--- config.mk ---
export PLATFORM = sky130hd
export DESIGN_NAME = contactless_tag_state_anticollision
export DESIGN_NICKNAME = d
export VERILOG_FILES = /design/src/design/tsa_pkg.sv /design/src/design/tsa_lfsr.sv /design/src/design/tsa_cmd_gate.sv /design/src/design/contactless_tag_state_anticollision.sv
export SDC_FILE = /design/constraint.sdc
export NUM_CORES = 1
export LEC_CHECK = 0
export BUFFER_PORTS_ARGS = -buffer_cell sky130_fd_sc_hd__clkbuf_2
export CELL_PAD_IN_SITES_DETAIL_PLACEMENT = 2
export CELL_PAD_IN_SITES_GLOBAL_PLACEMENT = 2
export CORE_MARGIN = 2
export CORE_UTILIZATION = 34
export DETAILED_ROUTE_END_ITERATION = 8
export GPL_ROUTABILITY_DRIVEN = 1
export PLACE_DENSITY_LB_ADDON = 0.1
export SLEW_MARGIN = 25
export SYNTH_ARGS = -nofsm -noshare
export SYNTH_HDL_FRONTEND = slang
export SYNTH_SLANG_ARGS = --single-unit
export TNS_END_PERCENT = 20
--- constraint.sdc ---
create_clock -name ref_clk_i -period 2.3 [get_ports ref_clk_i]
set_input_delay 0.575 -clock ref_clk_i [delete_from_list [all_inputs] [get_ports ref_clk_i]]
set_output_delay 0.575 -clock ref_clk_i [all_outputs]
set_load 0.1 [all_outputs]
--- src/design/tsa_pkg.sv ---
// Purpose: Shared types and constants for the tag state and anticollision block
// Assumes: Commands arrive already decoded, one per valid cycle
// Notes: Command encodings are internal to this block

package tsa_pkg;

   localparam int ID_W = 8;
   localparam int NIB_W = 4;
   localparam int SLOT_CNT = 16;
   localparam int LFSR_W = 16;
   localparam logic [LFSR_W-1:0] LFSR_SEED = 16'hACE1;
   localparam logic [LFSR_W-1:0] LFSR_TAPS = 16'hB400;
   // Bit positions of the random word used for each fresh value
   localparam int RND_ID_LSB = 0;
   localparam int RND_NIB_LSB = 8;
   localparam logic [NIB_W-1:0] SLOT_ZERO = 4'h0;
   localparam logic [NIB_W-1:0] SLOT_LAST = 4'hF;
   localparam logic [ID_W-1:0] ID_RST = 8'h00;

   typedef enum logic [2:0] {
      TAG_POWER_OFF = 3'b000,
      TAG_READY = 3'b001,
      TAG_INVENTORY = 3'b011,
      TAG_SELECTED = 3'b010,
      TAG_DESELECTED = 3'b110,
      TAG_DEACTIVATED = 3'b111
   } tsa_state_e;

   typedef enum logic [3:0] {
      CMD_UNKNOWN = 4'h0,
      CMD_INVENTORY_BEGIN = 4'h1,
      CMD_SLOT_ZERO_CALL = 4'h2,
      CMD_SLOT_TICK = 4'h3,
      CMD_CHOOSE_TAG = 4'h4,
      CMD_RETIRE_TAG = 4'h5,
      CMD_BLOCK_FETCH = 4'h6,
      CMD_BLOCK_STORE = 4'h7,
      CMD_UNIQUE_SERIAL_FETCH = 4'h8
   } tsa_cmd_e;

   typedef struct packed {
      logic valid;
      logic frame_ok;
      tsa_cmd_e kind;
      logic [ID_W-1:0] tag_id;
      logic [NIB_W-1:0] slot_index_param;
   } tsa_cmd_s;

   typedef struct packed {
      logic valid;
      logic [ID_W-1:0] tag_short_id;
   } tsa_reply_s;

   typedef struct packed {
      logic valid;
      tsa_cmd_e kind;
   } tsa_mem_req_s;

endpackage : tsa_pkg

--- src/design/tsa_lfsr.sv ---
// Purpose: Free-running Galois LFSR used as the random source
// Assumes: Clock runs continuously while the tag is powered
// Notes: Seed must be non-zero

`timescale 1ns/1ps

module tsa_lfsr #(
   parameter int W = 16,
   parameter logic [W-1:0] SEED = 16'hACE1,
   parameter logic [W-1:0] TAPS = 16'hB400
) (
   input wire logic ref_clk_i,
   input wire logic rst_b_i,
   output logic [W-1:0] rnd_o
);

   logic [W-1:0] lfsr_r;

   always_ff @(posedge ref_clk_i or negedge rst_b_i) begin
      if (!rst_b_i) begin
         lfsr_r <= SEED;
      end else begin
         lfsr_r <= {1'b0, lfsr_r[W-1:1]} ^ (lfsr_r[0] ? TAPS : '0);
      end
   end

   assign rnd_o = lfsr_r;

endmodule : tsa_lfsr

--- src/design/tsa_cmd_gate.sv ---
// Purpose: Filters decoded frames down to commands the state logic may act on
// Assumes: frame_ok reports the checksum result of the same frame
// Notes: Purely combinational

`timescale 1ns/1ps

module tsa_cmd_gate (
   input wire logic field_ok_i,
   input tsa_pkg::tsa_cmd_s cmd_i,
   output logic accept_o
);
   import tsa_pkg::*;

   // Bad checksum or unknown opcode is treated as no frame at all
   assign accept_o = field_ok_i & cmd_i.valid & cmd_i.frame_ok &
                     (cmd_i.kind != CMD_UNKNOWN);

endmodule : tsa_cmd_gate

--- src/design/contactless_tag_state_anticollision.sv ---
// Purpose: State tracking and slotted anticollision of a contactless memory tag
// Assumes: Decoded commands arrive as one-cycle valid strobes; field_ok_i is synchronous
// Notes: Replies and memory requests are one-cycle pulses one clock after the command

`timescale 1ns/1ps

module contactless_tag_state_anticollision #(
   parameter int LFSR_WIDTH = tsa_pkg::LFSR_W
) (
   input wire logic ref_clk_i,
   input wire logic rst_b_i,
   input wire logic field_ok_i,
   input tsa_pkg::tsa_cmd_s cmd_i,
   output tsa_pkg::tsa_state_e state_o,
   output logic [tsa_pkg::ID_W-1:0] tag_short_id_o,
   output tsa_pkg::tsa_reply_s reply_o,
   output tsa_pkg::tsa_mem_req_s mem_req_o
);
   import tsa_pkg::*;

   ////////////////////////////////////////////////////////////////////////////
   // Declarations

   tsa_state_e state_r;
   tsa_state_e state_nxt;
   logic [ID_W-1:0] tag_id_r;
   logic [ID_W-1:0] tag_id_nxt;
   logic replied_r;
   logic replied_nxt;
   tsa_reply_s reply_r;
   tsa_reply_s reply_nxt;
   tsa_mem_req_s mem_req_r;
   logic [LFSR_WIDTH-1:0] rnd;
   logic accept;
   logic id_match;
   logic [NIB_W-1:0] slot_select_nibble;
   logic [NIB_W-1:0] new_nibble;
   logic tick_slot_ok;

   ////////////////////////////////////////////////////////////////////////////
   // Random source and command filter

   tsa_lfsr #(
      .W(LFSR_WIDTH),
      .SEED(LFSR_WIDTH'(LFSR_SEED)),
      .TAPS(LFSR_WIDTH'(LFSR_TAPS))
   ) u_lfsr (
      .ref_clk_i(ref_clk_i),
      .rst_b_i(rst_b_i),
      .rnd_o(rnd)
   );

   tsa_cmd_gate u_gate (
      .field_ok_i(field_ok_i),
      .cmd_i(cmd_i),
      .accept_o(accept)
   );

   assign id_match = (cmd_i.tag_id == tag_id_r);
   assign slot_select_nibble = tag_id_r[NIB_W-1:0];
   assign new_nibble = rnd[RND_NIB_LSB +: NIB_W];
   // Slot 0 belongs to the zero call only
   assign tick_slot_ok = (cmd_i.slot_index_param != SLOT_ZERO);

   ////////////////////////////////////////////////////////////////////////////
   // Next state, identifier and reply

   always_comb begin
      state_nxt = state_r;
      tag_id_nxt = tag_id_r;
      replied_nxt = replied_r;
      reply_nxt = '0;
      if (!field_ok_i) begin
         state_nxt = TAG_POWER_OFF;
         replied_nxt = 1'b0;
      end else if (state_r == TAG_POWER_OFF) begin
         state_nxt = TAG_READY;
         tag_id_nxt = rnd[RND_ID_LSB +: ID_W];
         replied_nxt = 1'b0;
      end else if (accept) begin
         case (state_r)
            TAG_READY: begin
               if (cmd_i.kind == CMD_INVENTORY_BEGIN) begin
                  state_nxt = TAG_INVENTORY;
                  tag_id_nxt = rnd[RND_ID_LSB +: ID_W];
                  reply_nxt.valid = 1'b1;
                  reply_nxt.tag_short_id = rnd[RND_ID_LSB +: ID_W];
                  replied_nxt = 1'b1;
               end
            end
            TAG_INVENTORY: begin
               case (cmd_i.kind)
                  CMD_INVENTORY_BEGIN: begin
                     tag_id_nxt = rnd[RND_ID_LSB +: ID_W];
                     reply_nxt.valid = 1'b1;
                     reply_nxt.tag_short_id = rnd[RND_ID_LSB +: ID_W];
                     replied_nxt = 1'b1;
                  end
                  CMD_SLOT_ZERO_CALL: begin
                     // New round: earlier replies no longer count
                     tag_id_nxt = {tag_id_r[ID_W-1:NIB_W], new_nibble};
                     replied_nxt = 1'b0;
                     if (new_nibble == SLOT_ZERO) begin
                        reply_nxt.valid = 1'b1;
                        reply_nxt.tag_short_id = {tag_id_r[ID_W-1:NIB_W], new_nibble};
                        replied_nxt = 1'b1;
                     end
                  end
                  CMD_SLOT_TICK: begin
                     if (tick_slot_ok && !replied_r &&
                         (slot_select_nibble == cmd_i.slot_index_param)) begin
                        reply_nxt.valid = 1'b1;
                        reply_nxt.tag_short_id = tag_id_r;
                        replied_nxt = 1'b1;
                     end
                  end
                  CMD_CHOOSE_TAG: begin
                     if (id_match) begin
                        state_nxt = TAG_SELECTED;
                     end
                  end
                  default: begin
                  end
               endcase
            end
            TAG_SELECTED: begin
               case (cmd_i.kind)
                  CMD_CHOOSE_TAG: begin
                     if (!id_match) begin
                        state_nxt = TAG_DESELECTED;
                     end
                  end
                  CMD_RETIRE_TAG: begin
                     state_nxt = TAG_DEACTIVATED;
                  end
                  default: begin
                  end
               endcase
            end
            TAG_DESELECTED: begin
               if ((cmd_i.kind == CMD_CHOOSE_TAG) && id_match) begin
                  state_nxt = TAG_SELECTED;
               end
            end
            TAG_DEACTIVATED: begin
            end
            default: begin
               state_nxt = TAG_POWER_OFF;
            end
         endcase
      end
   end

   ////////////////////////////////////////////////////////////////////////////
   // Registers

   always_ff @(posedge ref_clk_i or negedge rst_b_i) begin
      if (!rst_b_i) begin
         state_r <= TAG_POWER_OFF;
      end else begin
         state_r <= state_nxt;
      end
   end

   always_ff @(posedge ref_clk_i or negedge rst_b_i) begin
      if (!rst_b_i) begin
         tag_id_r <= ID_RST;
         replied_r <= 1'b0;
      end else begin
         tag_id_r <= tag_id_nxt;
         replied_r <= replied_nxt;
      end
   end

   always_ff @(posedge ref_clk_i or negedge rst_b_i) begin
      if (!rst_b_i) begin
         reply_r <= '0;
      end else begin
         reply_r <= reply_nxt;
      end
   end

   // Memory commands are passed on only while selected
   always_ff @(posedge ref_clk_i or negedge rst_b_i) begin
      if (!rst_b_i) begin
         mem_req_r <= '0;
      end else begin
         mem_req_r.valid <= accept && (state_r == TAG_SELECTED) &&
                            ((cmd_i.kind == CMD_BLOCK_FETCH) ||
                             (cmd_i.kind == CMD_BLOCK_STORE) ||
                             (cmd_i.kind == CMD_UNIQUE_SERIAL_FETCH));
         mem_req_r.kind <= cmd_i.kind;
      end
   end

   assign state_o = state_r;
   assign tag_short_id_o = tag_id_r;
   assign reply_o = reply_r;
   assign mem_req_o = mem_req_r;

   ////////////////////////////////////////////////////////////////////////////
   // Assertions

   a_power_off_silent: assert property (@(posedge ref_clk_i) disable iff (!rst_b_i)
      !field_ok_i |=> (state_r == TAG_POWER_OFF) && !reply_r.valid && !mem_req_r.valid)
      else $error("tag not silent in power-off");

   a_power_up_ready: assert property (@(posedge ref_clk_i) disable iff (!rst_b_i)
      (state_r == TAG_POWER_OFF) && field_ok_i |=> (state_r == TAG_READY) && !reply_r.valid)
      else $error("power-up did not enter ready");

   a_ready_ignores: assert property (@(posedge ref_clk_i) disable iff (!rst_b_i)
      (state_r == TAG_READY) && field_ok_i && (cmd_i.kind != CMD_INVENTORY_BEGIN)
      |=> (state_r == TAG_READY) && !reply_r.valid && $stable(tag_id_r))
      else $error("ready state acted on a command");

   a_begin_reply_now: assert property (@(posedge ref_clk_i) disable iff (!rst_b_i)
      accept && (cmd_i.kind == CMD_INVENTORY_BEGIN) &&
      ((state_r == TAG_READY) || (state_r == TAG_INVENTORY))
      |=> reply_r.valid && (reply_r.tag_short_id == tag_id_r) && (state_r == TAG_INVENTORY))
      else $error("inventory begin reply wrong");

   a_zero_call_rule: assert property (@(posedge ref_clk_i) disable iff (!rst_b_i)
      accept && (state_r == TAG_INVENTORY) && (cmd_i.kind == CMD_SLOT_ZERO_CALL)
      |=> (reply_r.valid == (tag_id_r[NIB_W-1:0] == SLOT_ZERO)) &&
          (tag_id_r[ID_W-1:NIB_W] == $past(tag_id_r[ID_W-1:NIB_W])))
      else $error("slot zero call reply mismatch");

   a_tick_match: assert property (@(posedge ref_clk_i) disable iff (!rst_b_i)
      accept && (state_r == TAG_INVENTORY) && (cmd_i.kind == CMD_SLOT_TICK) &&
      (cmd_i.slot_index_param != slot_select_nibble) |=> !reply_r.valid)
      else $error("slot tick replied out of slot");

   a_tick_reply_id: assert property (@(posedge ref_clk_i) disable iff (!rst_b_i)
      accept && (state_r == TAG_INVENTORY) && (cmd_i.kind == CMD_SLOT_TICK) && !replied_r &&
      tick_slot_ok && (cmd_i.slot_index_param == slot_select_nibble)
      |=> reply_r.valid && (reply_r.tag_short_id == $past(tag_id_r)))
      else $error("slot tick missed its slot");

   a_tick_zero_quiet: assert property (@(posedge ref_clk_i) disable iff (!rst_b_i)
      accept && (state_r == TAG_INVENTORY) && (cmd_i.kind == CMD_SLOT_TICK) &&
      (cmd_i.slot_index_param == SLOT_ZERO) |=> !reply_r.valid)
      else $error("slot tick answered slot zero");

   // A reply already seen this round blocks the tick taken in the same cycle
   a_one_reply_round: assert property (@(posedge ref_clk_i) disable iff (!rst_b_i)
      reply_r.valid && (state_r == TAG_INVENTORY) && accept && (cmd_i.kind == CMD_SLOT_TICK)
      |=> !reply_r.valid)
      else $error("second reply in one round");

   a_choose_match: assert property (@(posedge ref_clk_i) disable iff (!rst_b_i)
      accept && (cmd_i.kind == CMD_CHOOSE_TAG) && id_match &&
      ((state_r == TAG_INVENTORY) || (state_r == TAG_DESELECTED)) |=> (state_r == TAG_SELECTED))
      else $error("matching choose did not select");

   a_selected_quiet: assert property (@(posedge ref_clk_i) disable iff (!rst_b_i)
      (state_r == TAG_SELECTED) |=> !reply_r.valid)
      else $error("selected tag answered anticollision");

   a_mem_sel_only: assert property (@(posedge ref_clk_i) disable iff (!rst_b_i)
      (state_r != TAG_SELECTED) |=> !mem_req_r.valid)
      else $error("memory request outside selected state");

   a_deselect_other: assert property (@(posedge ref_clk_i) disable iff (!rst_b_i)
      accept && (state_r == TAG_SELECTED) && (cmd_i.kind == CMD_CHOOSE_TAG) && !id_match
      |=> (state_r == TAG_DESELECTED))
      else $error("mismatching choose did not deselect");

   a_retire_tag: assert property (@(posedge ref_clk_i) disable iff (!rst_b_i)
      accept && (state_r == TAG_SELECTED) && (cmd_i.kind == CMD_RETIRE_TAG)
      |=> (state_r == TAG_DEACTIVATED) ##1
          ($past(field_ok_i) ? (state_r == TAG_DEACTIVATED) : 1'b1))
      else $error("retire did not deactivate");

   a_deact_holds: assert property (@(posedge ref_clk_i) disable iff (!rst_b_i)
      (state_r == TAG_DEACTIVATED) && field_ok_i
      |=> (state_r == TAG_DEACTIVATED) && !reply_r.valid && !mem_req_r.valid)
      else $error("deactivated tag left its state");

   a_invalid_frame: assert property (@(posedge ref_clk_i) disable iff (!rst_b_i)
      cmd_i.valid && !cmd_i.frame_ok && field_ok_i && (state_r != TAG_POWER_OFF)
      |=> $stable(state_r) && $stable(tag_id_r) && !reply_r.valid)
      else $error("invalid frame changed the tag");

endmodule : contactless_tag_state_anticollision

==> results.ini, run 1 <==
[grt]
antenna_found_initial=0
grt_max_degree=43
top_usage_layer=met2
track_usage_pct=17.21
use_met1_pct=21.34
grt_pass1_wl_um=8004
grt_util_met2_pct=28.87
grt-ovfl-total=0
grt_pass1_vias=1605
use_met3_pct=5.294

[clocking]
numCtsBuffers=5
clock_latency_ps=290
post_cts_buffers=0
hold_buffers=0
htree_levels=2
root_buffer=clkbuf_8
clkTransAtPathRegs_ps=80
clock_sinks=42
cts_tree=yes
post_cts_resized=0
clockBufferDepth=2

[setup_path]
worstReg2RegEnd=replied_r
worst-endpoint-arrival_ps=2180
cp-end-kind=flop
cpPeakStageDelay_ps=530
reg2regPathDepth=5
startpoint_type=flop
path_cells=xor2_1 > or4_4 > o311a_1 > o311ai_1 > o31ai_1
r2r_slack_ps=300
crit-reg2reg-launch=tag_short_id_o[2]
crit_buf_inv=0
crit_type=reg2reg
slowest_stage=or4_4
worstPathRequired_ps=2470
path_delay_family=compound AO/OA/AOI/OAI gates
worstPathMaxFanout=5

[timing]
min_period_ps=2005
timing.fmax_mhz=498.8
slew_viol_final=0
max_slew.worst_pin.slew_ps=544.9
slew_headroom_pct=63.82
setup_viol_count_final=0
fin_tns_setup_ps=0
hold_ws_ps=334.3
rsz0062_at_grt=false
hold_violations=0
clock_skew_ps=2.461
min_period_over_period_pct=87.17

[synthesis]
ys.flop_type=dfrtp_1
syn_nets=171
synth_edf_count=0
yosysWarnings=0
yosys.cell_types.count=42
synth_cells=150
ys_async_sr_fraction_pct=100.0
syn-cell-area_um2=1828
ys_ff_latch=42
syn_avg_cell_area_um2=12.19
synth-seq-area-share_pct=58.04

[placement]
dpl_cell_area_um2=2196
io_buffers=45
place_congestion=0.7920
dp_cells=269
dp_hpwl_um=3643

[floorplanning]
row_count=26
dieArea_um2=5979
ioPinCount=46
die_x_um=77.33
die_height_um=77.33
core_um2=5140
initial_core_util_pct=35.56

[finish]
final_cell_area_um2=2282
nFillCells=577
area_delta_synth_final_pct=24.85
fin_cells=277
drive_above_1_share_pct=44.44
diodes=0
nets=227
final_util_pct=44.40

[hold_path]
hold_class=in2async

[route]
drc_errors=0
drt_iter0_drc=46
viasPerCell=5.097
drtPass1Iterations=4
wire_per_inst_um=17.17
num_vias=1412
drt-total-wl_um=4755
ant_nets=0

[power_and_ir_drop]
pwr-share-seq_pct=44.9
internal_power_mw=1.170
power.switching_mw=0.6711
switching_share_pct=36.45
pwr_density_cell_nw_per_um2=806.6
p_clk_share_pct=25.7
p_comb_share_pct=29.4
leakagePower_nw=1.140
ir_worst_vdd_mv=0.4890

[flow_run]
drv_cap=0

[outcome]
status=complete, no violations

-- how the worst max path moves through the flow --
| stage | endpoint | cells after the start | slack (ps) | startpoint |
|---|---|---|---|---|
| finish | replied_r | 5 | 300 | tag_short_id_o[2] |
| CTS | replied_r | 5 | 270 | tag_short_id_o[2] |
| global route | state_o[0] | 7 | 140 | tag_short_id_o[4] |
| floorplan | replied_r | 5 | 110 | tag_short_id_o[2] |
| detailed placement | replied_r | 6 | 30 | cmd_i[2] |
| global placement | replied_r | 6 | 110 | cmd_i[2] |
-- metal layers --
metal	share of wire, %	vias up
li1	-	649
met1	43	711
met2	49	46
met3	6.7	6
met4	1.2	0
met5	0	-
-- power by group through the flow --
stage | sequential (mW) | combinational, mW | clock (mW)
finish | 0.827 | 0.541 | 0.473
global route | 0.834 | 0.581 | 0.520
CTS | 0.827 | 0.550 | 0.489
detailed placement | 0.841 | 0.546 | 0
global placement | 0.836 | 0.523 | 0
floorplan | 0.963 | 0.239 | 0
-- cell usage in the layout (no fill, tap or decap), drive strengths merged, types with 2 or more instances in the layout --
| master | synthesis | layout |
|---|---|---|
| buf | 1 | 9 |
| o21ai | 4 | 4 |
| a21oi | 3 | 3 |
| mux2 | 12 | 12 |
| dfstp | 8 | 8 |
| o41ai | 2 | 2 |
| dfrtp | 34 | 34 |
| or4 | 2 | 2 |
| clkbuf | 4 | 51 |
| mux2i | 2 | 2 |
| nand3b | 2 | 2 |
| nor3 | 2 | 2 |
| nor2 | 8 | 8 |
| o31ai | 2 | 2 |
| a22o | 4 | 4 |
| nor4 | 5 | 5 |
| inv | 4 | 4 |
| xor2 | 14 | 14 |
| nand2b | 2 | 2 |
| clkinv | 0 | 2 |
| nor2b | 3 | 3 |
| and2 | 2 | 2 |
| nand2 | 9 | 9 |
| o311ai | 2 | 2 |
| a22oi | 4 | 4 |
-- registers in the layout, indices dropped and copies added, names as in the netlist --
name            flops
mem_req_o           5
replied_r           1
reply_o             9
state_o             3
tag_short_id_o      8
u_lfsr.rnd_o       16
-- cells in the mapped netlist (all sizes together) (2+ instances only) --
library cell  instances  share of area [%]
dfstp                 8                 11
nand2                 9                1.8
mux2i                 2                1.1
a21oi                 3               0.82
a22o                  4                1.9
nand2b                2               0.68
and2                  2               0.68
nor2b                 3                1.0
dfrtp                34                 47
nor3                  2               0.55
a22oi                 4                1.6
mux2                 12                7.4
o311ai                2               0.96
o41ai                 2               0.96
o21ai                 4                1.1
o31ai                 2               0.82
xor2                 14                6.7
inv                   4               0.82
nor2                  8                1.6
clkbuf                4               0.82
nor4                  5                1.7
or4                   2                1.0
nand3b                2               0.82
-- cells by family (layout without fill, tap and decap cells) --
group | Yosys count | in the layout | synth area share [%]
flops | 42 | 42 | 58.04
compound gates | 27 | 27 | 10.75
mux | 14 | 14 | 8.487
xor+xnor | 15 | 15 | 7.187
buf+inv | 9 | 66 | 1.916
simple gates | 43 | 43 | 13.62
-- metrics by stage --
stage          power, mW  setup WS, ps
6_report           1.841         295.1
5_1_grt            1.935         135.4
4_1_cts            1.866         268.1
3_5_place_dp       1.387         33.62
3_3_place_gp       1.360         106.4
2_1_floorplan      1.203         107.9
-- final cells by class --
class                   instances  area [µm²]  area share, %
clock buffers                   6       72.57          3.180
clock inverters                 2       13.76         0.6031
inverters                       4       15.01         0.6579
multi-input cells              99       732.0          32.07
flip-flops and latches         42        1069          46.82
well taps                      70       87.58          3.838
repair buffers                 54       292.8          12.83
(Power assumes the default switching activity.)
==> run 2: changes to the inputs <==
CORE_UTILIZATION = 30   (was 34)
HOLD_SLACK_MARGIN = 0.03   (was unset)
clock period = 1.8 ns   (was 2.3 ns; I/O delays follow)
==> results.ini, run 2 (same netlist as run 1, synthesis figures left out) <==
[route]
num_vias=1505
drt-total-wl_um=5472
viasPerCell=4.839
drt_iter0_drc=94
drtPass1Iterations=4
wire_per_inst_um=17.59
drc_errors=0
ant_nets=0

[finish]
largest_reg_flops=16
diodes=0
drive_above_1_share_pct=56.36
layout_common_cells=buf_4, clkbuf_2, dfrtp_1
area_delta_synth_final_pct=43.19
final_common_cell=buf_4
final_cell_area_um2=2618
nets=256

[clocking]
clockBufferDepth=2
cts_tree=yes
clock_sinks=42
clock_latency_ps=300
root_buffer=clkbuf_8
post_cts_buffers=0
htree_levels=2
numCtsBuffers=5
clkTransAtPathRegs_ps=90
hold_buffers=0

[timing]
layout_setup_ws_ps=-188.6
slew_headroom_pct=61.61
slew_viol_final=0
clock_skew_ps=10.81
rsz0062_at_grt=true
hold_violations=0
min_period_over_period_pct=110.5
min_period_ps=1989
max_slew.worst_pin.slew_ps=568.5
setup_viol_count_final=11
timing.fmax_mhz=502.9

[floorplanning]
die_x_um=82.06
die_height_um=82.06
core_um2=5921
ioPinCount=46
row_count=28
initial_core_util_pct=30.87
dieArea_um2=6734

[power_and_ir_drop]
leakagePower_nw=1.307
internal_power_mw=1.761
p_clk_share_pct=28.5
ir_worst_vdd_mv=0.4295
switching_share_pct=34.47
pwr_density_cell_nw_per_um2=1027
power.switching_mw=0.9264
p_comb_share_pct=32.9
pwr-share-seq_pct=38.6

[flow_run]
drv_cap=0

[grt]
grt_pass1_wl_um=8928
grt-ovfl-total=0
grt_max_degree=43
antenna_found_initial=0
track_usage_pct=18.05
grt_pass1_vias=1732

[placement]
io_buffers=45
place_congestion=0.8069
dp_hpwl_um=4174
dpl_cell_area_um2=2470
dp_slack_ps=-281.0

[setup_path]
worstPathMaxFanout=5
crit-reg2reg-launch=tag_short_id_o[2]
cp-end-kind=flop
worstPathRequired_ps=2030
crit_type=reg2reg
worst-endpoint-arrival_ps=2220
crit_start=tag_short_id_o[2]
startpoint_type=flop

[hold_path]
hold_class=in2async

[outcome]
status=finished with violations
violations=setup timing

## run 2: path summary, 6_finish.rpt
check | cells past startpoint | endpoint | slack [ps]
worst max register to register | 6 | reply_o[6] | -190
max in group asynchronous | 2 | tag_short_id_o[2] | 1180
worst max-delay path | 6 | reply_o[6] | -190
worst min register to register | 0 | u_lfsr.rnd_o[11] | 360
min in group ref_clk_i | 1 | mem_req_o[3] | 310
worst min-delay path | 2 | state_o[2] | 200
## run 2: cell type report
type	instances	area [µm²]
clock buffers	6	72.57
fillers	647	3303
clock inverters	2	37.54
repair buffers	83	526.8
multi-input cells	99	788.3
well taps	75	93.84
inverters	4	15.01
flip-flops and latches	42	1084
## run 2: metal layers
layer	routed length [µm]	part of all wire (%)	GRT usage, %	up-vias
met5	0	0	0	-
met4	48	0.88	4.500	0
met3	203	3.7	3.956	5
met2	2924	53	31.38	28
met1	2296	42	22.72	768
li1	-	-	-	704
## run 2: power by group through the flow
| stage | logic (mW) | clock network, mW | registers (mW) |
|---|---|---|---|
| after floorplan | 0.354 | 0 | 1.25 |
| after global placement | 0.842 | 0 | 1.05 |
| after detailed placement | 0.866 | 0 | 1.05 |
| after CTS | 0.879 | 0.780 | 1.04 |
| after global routing | 0.955 | 0.816 | 1.04 |
| final | 0.886 | 0.765 | 1.04 |
## run 2: timing repair
item	4_1_cts	5_1_grt
setup endpoints to repair	17	18
gates resized for setup	6	4
pin swaps	8	2
## run 2: metrics by stage
step | power, mW | util (%) | hold slack (ps) | std cells | TNS, ps
floorplan | 1.603 | - | 154.4 | 150 | -3759
global placement | 1.889 | 41.72 | 342.2 | 303 | -3177
detailed placement | 1.918 | 41.72 | 340.3 | 303 | -4246
CTS | 2.694 | 44.00 | 225.6 | 311 | -1912
global route | 2.813 | 44.21 | 244.3 | 311 | -3005
finish | 2.688 | 44.21 | 197.5 | 311 | -1401
## run 2: critical path, stage by stage (launching register included)
cell and delay [ps]:
dfrtp_4 500, xor2_1 170, or4_4 530, o31ai_2 180, nor3b_2 200, buf_4 160
a22o_1 160
==> run 3: changes to the inputs <==
BUFFER_PORTS_ARGS = unset   (was -buffer_cell sky130_fd_sc_hd__clkbuf_2)
CORE_UTILIZATION = 36   (was 30)
DONT_BUFFER_PORTS = 1   (was unset)
==> results.ini, run 3 (same netlist as run 1, synthesis figures left out) <==
[finish]
area_delta_synth_final_pct=38.74
fin_cells=269
nets=222
final_util_pct=52.65
final_cell_area_um2=2536
layout_common_cells=buf_4, dfrtp_1, xor2_1
drive_above_1_share_pct=52.48
diodes=0
final_common_cell=buf_4
largest_reg_flops=16

[placement]
dpl_cell_area_um2=2262
place_congestion=0.8290
dp_hpwl_um=3745
dp_cells=255
io_buffers=0

[timing]
fin_tns_setup_ps=-836.9
layout_setup_ws_ps=-109.3
slew_viol_final=0
clock_skew_ps=13.46
setup_viol_count_final=15
min_period_ps=1909
rsz0062_at_grt=true
hold_violations=0
timing.fmax_mhz=523.7
max_slew.worst_pin.slew_ps=720.2
slew_headroom_pct=51.36
min_period_over_period_pct=106.1

[floorplanning]
die_x_um=75.26
core_um2=4817
dieArea_um2=5664
ioPinCount=46
initial_core_util_pct=37.95
die_height_um=75.26
row_count=25

[route]
drt_iter0_drc=51
viasPerCell=5.290
drt-total-wl_um=5692
wire_per_inst_um=21.16
ant_nets=0
drc_errors=0
num_vias=1423
drtPass1Iterations=3

[setup_path]
cp-end-kind=flop
worst-endpoint-arrival_ps=2090
reg2regPathDepth=5
worstPathRequired_ps=1980
crit_type=reg2reg
startpoint_type=flop
worstPathMaxFanout=3

[power_and_ir_drop]
ir_worst_vdd_mv=0.5497
pwr_density_cell_nw_per_um2=1019
leakagePower_nw=1.183

[clocking]
clockBufferDepth=2
htree_levels=2
clock_latency_ps=300
root_buffer=clkbuf_8
clkTransAtPathRegs_ps=90
clock_sinks=42
cts_tree=yes
numCtsBuffers=5

[grt]
grt_max_degree=43
antenna_found_initial=0
grt_pass1_wl_um=8473
grt_pass1_vias=1599
track_usage_pct=20.83
grt-ovfl-total=0

[hold_path]
hold_depth=0
hold_class=in2reg

[flow_run]
drv_cap=0

[outcome]
violations=setup timing
status=finished with violations

[run 3: final cells by class]
type,instances,area [µm²]
clock buffers,6,72.57
clock inverters,2,13.76
fillers,493,2281
inverters,4,15.01
multi-input cells,99,869.6
flip-flops and latches,42,1084
well taps,67,83.83
repair buffers,49,397.9
[run 3: metrics by stage]
stage / power (mW) / worst slack, ps / hold slack (ps)
detailed placement: 1.832 / -272.6 / 156.0
floorplan: 1.603 / -295.5 / 154.4
CTS: 2.508 / -193.0 / 170.3
global placement: 1.799 / -132.0 / 155.7
global route: 2.686 / -158.6 / 167.1
finish: 2.584 / -109.3 / 182.9
[run 3: worst max-delay path, cell delays in order (launching register included)]
cell and delay, ps:
dfrtp_2 420, xor2_1 140, or4_4 560, o311a_4 350, o311ai_4 230, o31ai_2 100
[run 3: power breakdown]
part,total (mW),leakage [nW],switching [mW],internal (mW)
combinational,0.920,0.609,0.563,0.357
sequential,1.06,0.529,0.0654,0.995
clock,0.604,0.0452,0.330,0.274
[run 3: metal layers]
layer	track usage (%)	vias up	share of wire [%]
li1	-	641	-
met1	23.87	736	39
met2	38.69	34	55
met3	4.016	12	3.6
met4	7.018	0	2.5
met5	0	-	0
[run 3: worst paths after layout]
| check | slack [ps] | startpoint | end |
|---|---|---|---|
| setup reg to reg | -110 | tag_short_id_o[0] | replied_r |
| hold reg to reg | 360 | u_lfsr.rnd_o[12] | u_lfsr.rnd_o[11] |
| setup / recovery | -110 | tag_short_id_o[0] | replied_r |
| min in group asynchronous | 600 | rst_b_i | state_o[2] |
| max in group asynchronous | 910 | rst_b_i | u_lfsr.rnd_o[10] |
| hold / removal | 180 | cmd_i[13] | mem_req_o[1] |
[run 3: what timing repair did]
action	4_1_cts	5_1_grt
pin swaps	6	11
endpoints found under the hold margin	42	0
resized for setup	8	14
setup buffers	4	0
hold buffers	2	0
endpoints found under the setup margin	16	16
